File: config.mk
export PLATFORM = sky130hd
export DESIGN_NAME = ast_uart
export DESIGN_NICKNAME = d
export VERILOG_FILES = /design/src/common/ast_pkg.sv /design/src/ast_sync.sv /design/src/ast_uart.sv
export SDC_FILE = /design/constraint.sdc
export NUM_CORES = 1
export LEC_CHECK = 0
export BUFFER_PORTS_ARGS = -buffer_cell sky130_fd_sc_hd__buf_2
export CAP_MARGIN = 20
export CORE_MARGIN = 2
export CORE_UTILIZATION = 65
export DETAILED_ROUTE_END_ITERATION = 16
export GPL_ROUTABILITY_DRIVEN = 1
export PLACE_DENSITY = 0.85
export SLEW_MARGIN = 0
export SYNTH_ARGS = -nofsm -noshare
export SYNTH_HDL_FRONTEND = slang
export SYNTH_SLANG_ARGS = --single-unit
File: constraint.sdc
create_clock -name clk_i -period 6.85 [get_ports clk_i]
set_input_delay 0.3425 -clock clk_i [delete_from_list [all_inputs] [get_ports clk_i]]
set_output_delay 0.3425 -clock clk_i [all_outputs]
set_load 0.01 [all_outputs]
File: src/common/ast_pkg.sv
// Purpose: constants for the asynchronous serial transceiver
// Assumes: 32-bit register port, 25 MHz clock
// Notes: offsets are byte addresses
package ast_pkg;
  localparam logic [5:0] OFF_DATA = 6'h00;
  localparam logic [5:0] OFF_CTRL = 6'h04;
  localparam logic [5:0] OFF_IEN = 6'h0C;
  localparam logic [5:0] OFF_STAT = 6'h10;
  localparam logic [5:0] OFF_DIV = 6'h24;
  localparam logic [5:0] OFF_TEST = 6'h28;
  localparam logic [14:0] CTRL_RST = 15'h0000;
  localparam logic [15:0] DIV_RST = 16'h0010;
  localparam logic [15:0] DIV_MIN = 16'h0010;
  localparam int C_ORDER = 2;
  localparam int C_TXEN = 4;
  localparam int C_RXEN = 5;
  localparam int C_LEN = 8;
  localparam int C_STOP2 = 10;
  localparam int C_PAR = 11;
  localparam int C_EVEN = 12;
  localparam int C_STICK = 13;
  localparam int C_BRK = 14;
  localparam logic [1:0] LEN_7 = 2'h0;
  localparam logic [1:0] LEN_9 = 2'h2;
  localparam logic [1:0] LEN_RSV = 2'h3;
  localparam int S_OVR = 1;
  localparam int S_PAR = 2;
  localparam int S_FRM = 3;
  localparam int S_BRK = 4;
  localparam int S_RDY = 5;
  localparam int S_THE = 7;
  localparam int S_DONE = 8;
  localparam logic [8:0] STAT_RST = 9'h180;
  localparam logic [6:0] IEN_MAP_RDY = 7'h01;
endpackage : ast_pkg

File: src/ast_sync.sv
// Purpose: three-flop synchroniser with agreement filter
// Assumes: input asynchronous to clk_i
// Notes: output changes once stages two and three agree
`timescale 1ns/10ps
module ast_sync
(
  // clock and reset
  input wire logic clk_i,
  input wire logic rst_i,
  // line
  input wire logic d_i,
  output logic q_o
);
  logic s1_q, s2_q, s3_q, q_q, q_d;
  always_comb
  begin
    q_d = q_q;
    if (s2_q == s3_q)
    begin
      q_d = s3_q;
    end
  end
  always_ff @(posedge clk_i)
  begin
    if (rst_i)
    begin
      s1_q <= 1'b1;
      s2_q <= 1'b1;
      s3_q <= 1'b1;
      q_q <= 1'b1;
    end
    else
    begin
      s1_q <= d_i;
      s2_q <= s1_q;
      s3_q <= s2_q;
      q_q <= q_d;
    end
  end
  assign q_o = q_q;
endmodule : ast_sync

File: src/ast_uart.sv
// Purpose: async serial transceiver with register port
// Assumes: divisor at least 16, one clock domain
// Notes: no fifo; one holding register per direction
//
// Implementation choice: strobed register access.
`timescale 1ns/10ps
module ast_uart
(
  // clock and reset
  input wire logic clk_i,
  input wire logic rst_i,
  // register port
  input wire logic [5:0] addr_i,
  input wire logic [31:0] wdata_i,
  input wire logic wr_i,
  input wire logic rd_i,
  output logic [31:0] rdata_o,
  // serial line and interrupt
  input wire logic rx_i,
  output logic tx_o,
  output logic irq_o
);
  typedef enum logic [1:0]
  {
    ST_IDLE = 2'b00,
    ST_START = 2'b01,
    ST_DATA = 2'b10,
    ST_STOP = 2'b11
  } ast_state_t;

  ////////////////////////////////////////////////////////////////////
  logic rx_s;
  ast_sync u_sync
  (
    .clk_i(clk_i),
    .rst_i(rst_i),
    .d_i(rx_i),
    .q_o(rx_s)
  );

  logic [14:0] ctrl_q, ctrl_d;
  logic [6:0] ien_q, ien_d;
  logic [15:0] div_q, div_d;
  logic [1:0] test_q, test_d;
  logic [8:0] stat_q, stat_d;
  logic [31:0] rdata_q, rdata_d;
  logic irq_q, irq_d;
  logic [8:0] thr_q, thr_d;
  logic [8:0] rhr_q, rhr_d;
  logic wr_data, rd_data;
  logic [3:0] nbits;
  logic tx_par, par_on;

  assign wr_data = wr_i && addr_i == ast_pkg::OFF_DATA;
  assign rd_data = rd_i && addr_i == ast_pkg::OFF_DATA;
  assign par_on = ctrl_q[ast_pkg::C_PAR]
    && ctrl_q[ast_pkg::C_LEN +: 2] != ast_pkg::LEN_9;
  always_comb
  begin
    case (ctrl_q[ast_pkg::C_LEN +: 2])
      ast_pkg::LEN_7: nbits = 4'd7;
      ast_pkg::LEN_9: nbits = 4'd9;
      default: nbits = 4'd8;
    endcase
  end

  ////////////////////////////////////////////////////////////////////
  // transmitter
  ast_state_t tst_q, tst_d;
  logic [15:0] tcnt_q, tcnt_d;
  logic [3:0] tbit_q, tbit_d;
  logic [8:0] tsh_q, tsh_d;
  logic tpar_q, tpar_d, tphase_q, tphase_d, tline_q, tline_d;
  logic tload, tfin;
  logic [8:0] tmask;
  assign tmask = (nbits == 4'd7) ? 9'h07F : (nbits == 4'd8) ? 9'h0FF
    : 9'h1FF;
  always_comb
  begin
    tst_d = tst_q;
    tcnt_d = tcnt_q;
    tbit_d = tbit_q;
    tsh_d = tsh_q;
    tpar_d = tpar_q;
    tphase_d = tphase_q;
    tline_d = tline_q;
    tload = 1'b0;
    tfin = 1'b0;
    tx_par = 1'b0;
    if (tst_q != ST_IDLE)
    begin
      tcnt_d = tcnt_q - 16'd1;
    end
    case (tst_q)
      ST_IDLE:
      begin
        tline_d = 1'b1;
        if (ctrl_q[ast_pkg::C_TXEN] && !stat_q[ast_pkg::S_THE])
        begin
          tload = 1'b1;
          tsh_d = thr_q & tmask;
          tpar_d = ^(thr_q & tmask);
          tst_d = ST_START;
          tcnt_d = div_q - 16'd1;
          tline_d = 1'b0;
          tbit_d = 4'd0;
          tphase_d = 1'b0;
        end
      end
      ST_START:
      begin
        if (tcnt_q == 16'd0)
        begin
          tst_d = ST_DATA;
          tcnt_d = div_q - 16'd1;
          tline_d = ctrl_q[ast_pkg::C_ORDER] ? tsh_q[nbits - 4'd1]
            : tsh_q[0];
        end
      end
      ST_DATA:
      begin
        if (tcnt_q == 16'd0)
        begin
          tcnt_d = div_q - 16'd1;
          tbit_d = tbit_q + 4'd1;
          tsh_d = ctrl_q[ast_pkg::C_ORDER] ? {tsh_q[7:0], 1'b0}
            : {1'b0, tsh_q[8:1]};
          if (tbit_q + 4'd1 < nbits)
          begin
            tline_d = ctrl_q[ast_pkg::C_ORDER] ? tsh_q[nbits - 4'd2]
              : tsh_q[1];
          end
          else if (par_on && tbit_q + 4'd1 == nbits)
          begin
            tx_par = tpar_q ^ ~ctrl_q[ast_pkg::C_EVEN];
            if (ctrl_q[ast_pkg::C_STICK])
            begin
              tx_par = ~ctrl_q[ast_pkg::C_EVEN];
            end
            tline_d = tx_par;
          end
          else
          begin
            tst_d = ST_STOP;
            tline_d = 1'b1;
          end
        end
      end
      ST_STOP:
      begin
        if (tcnt_q == 16'd0)
        begin
          tcnt_d = div_q - 16'd1;
          if (!tphase_q && ctrl_q[ast_pkg::C_STOP2] && nbits != 4'd7)
          begin
            tphase_d = 1'b1;
          end
          else
          begin
            tst_d = ST_IDLE;
            tfin = 1'b1;
          end
        end
      end
      default: tst_d = ST_IDLE;
    endcase
  end
  always_ff @(posedge clk_i)
  begin
    if (rst_i)
    begin
      tst_q <= ST_IDLE;
      tcnt_q <= 16'h0000;
      tbit_q <= 4'h0;
      tsh_q <= 9'h000;
      tpar_q <= 1'b0;
      tphase_q <= 1'b0;
      tline_q <= 1'b1;
    end
    else
    begin
      tst_q <= tst_d;
      tcnt_q <= tcnt_d;
      tbit_q <= tbit_d;
      tsh_q <= tsh_d;
      tpar_q <= tpar_d;
      tphase_q <= tphase_d;
      tline_q <= tline_d;
    end
  end

  ////////////////////////////////////////////////////////////////////
  // receiver
  ast_state_t rst_q, rst_d;
  logic [15:0] rcnt_q, rcnt_d, brk_q, brk_d;
  logic [3:0] rbit_q, rbit_d, brkb_q, brkb_d;
  logic [8:0] rsh_q, rsh_d;
  logic rpar_q, rpar_d, rprev_q, rdone, rperr, rferr, rbrk;
  logic [3:0] rlast, frame_bits;
  assign rlast = nbits + (par_on ? 4'd1 : 4'd0);
  assign frame_bits = rlast + 4'd2;
  always_comb
  begin
    rst_d = rst_q;
    rcnt_d = rcnt_q;
    rbit_d = rbit_q;
    rsh_d = rsh_q;
    rpar_d = rpar_q;
    rdone = 1'b0;
    rperr = 1'b0;
    rferr = 1'b0;
    if (rst_q != ST_IDLE)
    begin
      rcnt_d = rcnt_q - 16'd1;
    end
    case (rst_q)
      ST_IDLE:
      begin
        if (ctrl_q[ast_pkg::C_RXEN] && rprev_q && !rx_s)
        begin
          rst_d = ST_START;
          rcnt_d = {1'b0, div_q[15:1]};
        end
      end
      ST_START:
      begin
        if (rcnt_q == 16'd0)
        begin
          rst_d = rx_s ? ST_IDLE : ST_DATA;
          rcnt_d = div_q - 16'd1;
          rbit_d = 4'd0;
          rsh_d = 9'h000;
          rpar_d = 1'b0;
        end
      end
      ST_DATA:
      begin
        if (rcnt_q == 16'd0)
        begin
          rcnt_d = div_q - 16'd1;
          rbit_d = rbit_q + 4'd1;
          rpar_d = rpar_q ^ rx_s;
          if (rbit_q < nbits)
          begin
            if (ctrl_q[ast_pkg::C_ORDER])
            begin
              rsh_d = {rsh_q[7:0], rx_s};
            end
            else
            begin
              rsh_d[rbit_q] = rx_s;
            end
          end
          if (rbit_q + 4'd1 == rlast)
          begin
            rst_d = ST_STOP;
          end
        end
      end
      ST_STOP:
      begin
        if (rcnt_q == 16'd0)
        begin
          rst_d = ST_IDLE;
          rdone = 1'b1;
          rperr = par_on && (rpar_q ^ ~ctrl_q[ast_pkg::C_EVEN]);
          rferr = !rx_s;
        end
      end
      default: rst_d = ST_IDLE;
    endcase
    brk_d = brk_q;
    brkb_d = brkb_q;
    rbrk = 1'b0;
    if (rx_s)
    begin
      brk_d = 16'd0;
      brkb_d = 4'd0;
    end
    else if (brkb_q <= frame_bits)
    begin
      brk_d = brk_q + 16'd1;
      if (brk_q + 16'd1 == div_q)
      begin
        brk_d = 16'd0;
        brkb_d = brkb_q + 4'd1;
        rbrk = (brkb_q + 4'd1 == frame_bits);
      end
    end
  end
  always_ff @(posedge clk_i)
  begin
    if (rst_i)
    begin
      rst_q <= ST_IDLE;
      rcnt_q <= 16'h0000;
      rbit_q <= 4'h0;
      rsh_q <= 9'h000;
      rpar_q <= 1'b0;
      rprev_q <= 1'b1;
      brk_q <= 16'h0000;
      brkb_q <= 4'h0;
    end
    else
    begin
      rst_q <= rst_d;
      rcnt_q <= rcnt_d;
      rbit_q <= rbit_d;
      rsh_q <= rsh_d;
      rpar_q <= rpar_d;
      rprev_q <= rx_s;
      brk_q <= brk_d;
      brkb_q <= brkb_d;
    end
  end

  ////////////////////////////////////////////////////////////////////
  // registers and flags
  always_comb
  begin
    ctrl_d = ctrl_q;
    ien_d = ien_q;
    div_d = div_q;
    test_d = test_q;
    thr_d = thr_q;
    rhr_d = rhr_q;
    stat_d = stat_q;
    rdata_d = 32'h00000000;
    if (wr_i)
    begin
      case (addr_i)
        ast_pkg::OFF_DATA: thr_d = wdata_i[8:0];
        ast_pkg::OFF_CTRL:
        begin
          ctrl_d = wdata_i[14:0] & 15'h7F34;
          // parity enable frozen in 9-bit mode
          if (ctrl_q[ast_pkg::C_LEN +: 2] == ast_pkg::LEN_9)
          begin
            ctrl_d[ast_pkg::C_PAR] = ctrl_q[ast_pkg::C_PAR];
          end
        end
        ast_pkg::OFF_IEN: ien_d = wdata_i[6:0];
        // divisor below 16 is software's fault
        ast_pkg::OFF_DIV: div_d = wdata_i[15:0];
        ast_pkg::OFF_TEST: test_d = wdata_i[1:0];
        ast_pkg::OFF_STAT: stat_d[4:1] = stat_q[4:1] & ~wdata_i[4:1];
        default: ;
      endcase
    end
    if (wr_data)
    begin
      stat_d[ast_pkg::S_THE] = 1'b0;
      stat_d[ast_pkg::S_DONE] = 1'b0;
    end
    if (rd_data)
    begin
      stat_d[ast_pkg::S_RDY] = 1'b0;
    end
    if (tload)
    begin
      stat_d[ast_pkg::S_THE] = 1'b1;
    end
    if (tfin && stat_q[ast_pkg::S_THE] && !wr_data)
    begin
      stat_d[ast_pkg::S_DONE] = 1'b1;
    end
    if (rdone)
    begin
      if (stat_q[ast_pkg::S_RDY] && !rd_data)
      begin
        stat_d[ast_pkg::S_OVR] = 1'b1;
      end
      else
      begin
        rhr_d = rsh_q;
        stat_d[ast_pkg::S_RDY] = 1'b1;
      end
      stat_d[ast_pkg::S_PAR] = stat_d[ast_pkg::S_PAR] | rperr;
      stat_d[ast_pkg::S_FRM] = stat_d[ast_pkg::S_FRM] | rferr;
    end
    if (rbrk)
    begin
      stat_d[ast_pkg::S_BRK] = 1'b1;
    end
    if (rd_i)
    begin
      case (addr_i)
        ast_pkg::OFF_DATA: rdata_d[8:0] = rhr_q;
        ast_pkg::OFF_CTRL: rdata_d[14:0] = ctrl_q;
        ast_pkg::OFF_IEN: rdata_d[6:0] = ien_q;
        ast_pkg::OFF_STAT: rdata_d[8:0] = stat_q;
        ast_pkg::OFF_DIV: rdata_d[15:0] = div_q;
        ast_pkg::OFF_TEST: rdata_d[1:0] = test_q;
        default: rdata_d = 32'h00000000;
      endcase
    end
    irq_d = |({stat_d[ast_pkg::S_BRK], stat_d[ast_pkg::S_FRM],
      stat_d[ast_pkg::S_PAR], stat_d[ast_pkg::S_OVR],
      stat_d[ast_pkg::S_DONE], stat_d[ast_pkg::S_THE],
      stat_d[ast_pkg::S_RDY]} & ien_d);
  end
  always_ff @(posedge clk_i)
  begin
    if (rst_i)
    begin
      ctrl_q <= ast_pkg::CTRL_RST;
      ien_q <= 7'h00;
      div_q <= ast_pkg::DIV_RST;
      test_q <= 2'h0;
      thr_q <= 9'h000;
      rhr_q <= 9'h000;
      stat_q <= ast_pkg::STAT_RST;
      rdata_q <= 32'h00000000;
      irq_q <= 1'b0;
    end
    else
    begin
      ctrl_q <= ctrl_d;
      ien_q <= ien_d;
      div_q <= div_d;
      test_q <= test_d;
      thr_q <= thr_d;
      rhr_q <= rhr_d;
      stat_q <= stat_d;
      rdata_q <= rdata_d;
      irq_q <= irq_d;
    end
  end

  logic tx_q;
  always_ff @(posedge clk_i)
  begin
    if (rst_i)
    begin
      tx_q <= 1'b1;
    end
    else
    begin
      tx_q <= tline_d && !ctrl_d[ast_pkg::C_BRK];
    end
  end
  assign tx_o = tx_q;
  assign rdata_o = rdata_q;
  assign irq_o = irq_q;

  ////////////////////////////////////////////////////////////////////
  // start bit follows load
  start_low_a: assert property (@(posedge clk_i) disable iff (rst_i)
    tload && !ctrl_q[ast_pkg::C_BRK] |=> !tx_o)
    else $error("start bit not low");
  brk_pin_a: assert property (@(posedge clk_i) disable iff (rst_i)
    ctrl_q[ast_pkg::C_BRK] && $past(ctrl_q[ast_pkg::C_BRK]) |-> !tx_o)
    else $error("break not low");
  the_clr_a: assert property (@(posedge clk_i) disable iff (rst_i)
    wr_data && !tload |=> !stat_q[ast_pkg::S_THE])
    else $error("empty flag not cleared");
  rdy_clr_a: assert property (@(posedge clk_i) disable iff (rst_i)
    rd_data && !rdone |=> !stat_q[ast_pkg::S_RDY])
    else $error("ready not cleared");
  ovr_keep_a: assert property (@(posedge clk_i) disable iff (rst_i)
    rdone && stat_q[ast_pkg::S_RDY] && !rd_data
    |=> stat_q[ast_pkg::S_OVR] && $stable(rhr_q))
    else $error("overrun mishandled");
  rdy_set_a: assert property (@(posedge clk_i) disable iff (rst_i)
    rdone && !stat_q[ast_pkg::S_RDY] |=> stat_q[ast_pkg::S_RDY])
    else $error("ready not set");
  the_set_a: assert property (@(posedge clk_i) disable iff (rst_i)
    tload && !wr_data |=> stat_q[ast_pkg::S_THE])
    else $error("empty flag not set");
  rd_data_a: assert property (@(posedge clk_i) disable iff (rst_i)
    rd_data |=> rdata_o == {23'h000000, $past(rhr_q)})
    else $error("data read upper bits");
endmodule : ast_uart

==> impl_results.md <==
* Status: finished clean
* Dpl ws at around 3.2 ns
* Vias in the first global route at roughly 8000
* Synth Flop Type: dfxtp_1
* Antenna-violating nets left at 0
* CTS clk-pin slew, worst paths at 0.07 ns
* Flop pwr share at 40.4%
* Share of layout cells above drive strength 1 at a little under a tenth
* Synth Area in Adders at approximately 4.3%
* Worst Path Required at about 7.2 ns
* Via count at 8657
* Largest net degree at the start of global routing at 71
* Mapped Area at 9680 um^2
* Startpoint Class: register
* Skew final at 0.00868 ns
* Post-layout minimum cycle time at between 3 and 4 ns
* Fin cells at 1375
* Maximum VDD drop at 0.219 mV
* Fillers at 1168
* RePlAce Congestion at 0.958
* Final WS setup at 3.10 ns
* Sw Pwr at 0.944 mW
* Worst Path Arrival at slightly above 4 ns
* Final WL at 24800 um
* Placed cell areas at slightly below 10000 um^2
* Post-synthesis simple-gate area fraction at 23.7%
* Critical Path Start: ctrl_q[8]$_SDFFE_PP0P_
* EDFF count, synth at 0
* Setup TNS at 0 ns
* First-pass GRT wire length at 39800 um
* Worst min path class: in -> reg
* Drt first pass iters at 5
* Final Cell Area at 10300 um^2
* Port Buffers at 44
* Vias per cell at 6.30
* Final setup vio count at 0
* Logic pwr share at around 27%
* Hold depth at 2
* Switching Share at ~34%
* Min Hold Slack at ~0.089 ns
* Initial DRC count at 770
* YS warnings at 0
* Die height at 126 um
* Sequential share of the synthesized area at 35.0%
* Root buf cell: clkbuf_16
* Total Power at about 2.7 mW
* Max_slew headroom at 39.1%
* Final Core Density at 71.1%
* Critical path depth in cells at 12
* Clock network fraction of design power at about a third
* DP Cell Count at 1343
* DRC at 0
* Reg2reg start: ctrl_q[8]$_SDFFE_PP0P_
* Area of the core at 14500 um^2
* Critical path fanouts, max at 10
* Max Slew Vio Count at 0
* Drt wl/cell at 18.0 um
* Initial core utilization at between 60 and 70%
* Synth Instances at 1187
* Critical Path Sink Type: register
* Chip width at 126 um
* H-tree depth at 4
* Row cnt at 44
* Lkg Pwr at between 3 and 4 nW
* I/O pin cnt at just under 80
* # Max-Cap Violations at 0
* Cell family with most CP delay: simple AND/OR/NAND/NOR gates
* #FFs+latches synth at 169
* Netlist cell types at 75
* Multiplexer share of the synthesized area at 6.32%
* Avg Synthesized Cell Area at approximately 8 um^2
* CTS-repair resized insts at 0
* Worst R2R Setup Slack at 3.10 ns
* Nets at 1254
* Reg2reg end: brk_q[11]$_SDFFE_PP0N_
* RSZ-0062 raised after global routing: false
* Tcrit/Tclk final at 54.8%
* Least-Margin Pin Slew at 0.910 ns
* Critical path cell sequence: nor2_1 -> inv_1 -> ha_1 -> inv_1 -> ha_1 -> nor2b_1 -> a2bb2oi_1 -> o21a_1 -> nor4b_1 -> nand2_1 -> xor2_1 -> nor2_1
* Worst-Skew Late Latency at 0.44 ns
* Crit path to: brk_q[11]$_SDFFE_PP0N_
* Peak Freq at 267 MHz
* Worst R2R Path Depth at 12
* Num CTS Buffers at 17
* Cts hold-fix bufs at 0
* Int Pwr at 1.80 mW
* Final HPWL from detailed placement at 17400 um
* Worst Path Class, Setup: reg -> reg
* Async S/R FF share, synth at 0%
* Largest family of logic cells by synthesized area: simple AND/OR/NAND/NOR gates
* Synth Area in XOR/XNOR at 8.33%
* Synthesis-to-layout area growth at 6.71%
* CTS tree: done
* Critical path's largest stage delay at 0.63 ns
* Maximum clock insertion buffer count at 2
* Slowest-stage cell, CP: nor4b_1
* Bufs and invs on worst path at 2
* Antenna violations before repair at 0
* DIE AREA at 15900 um^2
* Final hold vios at 0
* Total global-route track usage at 31.1%
* GR Overflow Total at 0
* PD cells at 266 nW/um^2
* Post-CTS Setup Inserts at 0
* Synth Area in Compound Gates at 16.3%
* # clock sinks at 169
* # diodes at 0
power groups by stage:
stage | Combinational (mW) | Sequential [mW] | Clock [mW]
global route | 0.798 | 1.12 | 0.944
finish | 0.736 | 1.11 | 0.901
CTS | 0.719 | 1.11 | 0.904
detailed placement | 0.712 | 1.13 | 0
floorplan | 0.608 | 1.11 | 0
global placement | 0.694 | 1.12 | 0
cell type report:
cell class                 instances  area, um^2  share of cell area (%)
clock inverter                    13        95.1                   0.921
clock buffer                      19         453                    4.39
timing repair buffer              50         268                    2.59
inverter                          34         128                    1.24
tap                              184         230                    2.23
sequential                       169        3380                    32.8
multi-input combinational        906        5770                    55.9
Yosys cell counts, drive strengths merged, types with 16 or more instances:
| cell type | number | area share [%] |
|---|---|---|
| dfxtp | 169 | 35 |
| nor2 | 147 | 5.8 |
| nand2 | 124 | 5.0 |
| a21oi | 83 | 4.3 |
| mux2i | 60 | 6.2 |
| clkbuf | 56 | 2.2 |
| xnor2 | 52 | 4.7 |
| nand3 | 49 | 2.5 |
| xor2 | 40 | 3.6 |
| buf | 37 | 2.6 |
| o21ai | 35 | 1.8 |
| inv | 34 | 1.3 |
| ha | 33 | 4.3 |
| nor3 | 25 | 1.3 |
| a22oi | 19 | 1.5 |
| nor4 | 16 | 1.0 |
worst min path at each step:
| stage | from | to | slack (ns) |
|---|---|---|---|
| 2_1_floorplan | u_sync.s1_q$_SDFF_PP1_ | u_sync.s2_q$_SDFF_PP1_ | 0.39 |
| 3_3_place_gp | u_sync.s1_q$_SDFF_PP1_ | u_sync.s2_q$_SDFF_PP1_ | 0.39 |
| 3_5_place_dp | u_sync.s1_q$_SDFF_PP1_ | u_sync.s2_q$_SDFF_PP1_ | 0.39 |
| 4_1_cts | rx_i | u_sync.s1_q$_SDFF_PP1_ | 0.08 |
| 5_1_grt | rx_i | u_sync.s1_q$_SDFF_PP1_ | 0.1 |
| 6_report | rx_i | u_sync.s1_q$_SDFF_PP1_ | 0.09 |
placed cells by master, fill, tap and decap left out, types with 6 or more instances in the layout:
cell,synthesis,layout
o22ai_1,6,6
or2_2,7,7
ha_1,33,33
nand4_1,8,8
a31oi_1,6,6
nand3_1,49,49
and4_1,6,6
nor4b_1,7,6
xnor2_1,52,52
and2_1,9,9
a22oi_1,19,19
o21ai_0,32,32
and3_1,10,10
o21a_1,7,7
clkbuf_16,0,17
a21oi_1,83,83
nor4_1,16,16
nor2_1,146,146
nor2b_1,15,15
buf_4,18,7
nand2_1,122,122
nor3b_1,8,8
clkinvlp_4,0,6
o22a_1,10,10
dfxtp_1,169,169
xor2_1,40,40
a211oi_2,7,7
or3_1,13,13
mux2i_1,60,60
inv_1,34,34
buf_2,10,43
nor3_1,24,24
conb_1,1,16
a211oi_1,7,7
o211ai_1,7,7
logic make-up after synthesis:
family,count (synthesis)
AO/OA/AOI/OAI,234
XOR/XNOR,92
adder cells (fa/ha/maj),33
buffers and inverters,127
flip-flops,169
multiplexers,61
other,1
AND/OR/NAND/NOR,470
registers in the layout, summed over array words and instances (netlist names), 2 cells and up, named ones only:
signal   cells
thr_q        9
tsh_q        9
tcnt_q      16
ien_q        7
test_q       2
rcnt_q      16
tbit_q       4
div_q       16
brk_q       16
rdata_o     16
brkb_q       4
rhr_q        9
tst_q        2
ctrl_q      10
stat_q       7
rbit_q       4
rsh_q        9
layer usage:
layer	vias up	global-route usage [%]	share of wire (%)
li1	4111	-	-
met1	4089	39.9	41
met2	379	50.6	48
met3	78	5.73	7.2
met4	0	15.2	3.9
met5	-	0	0
(Power assumes the default switching activity.)
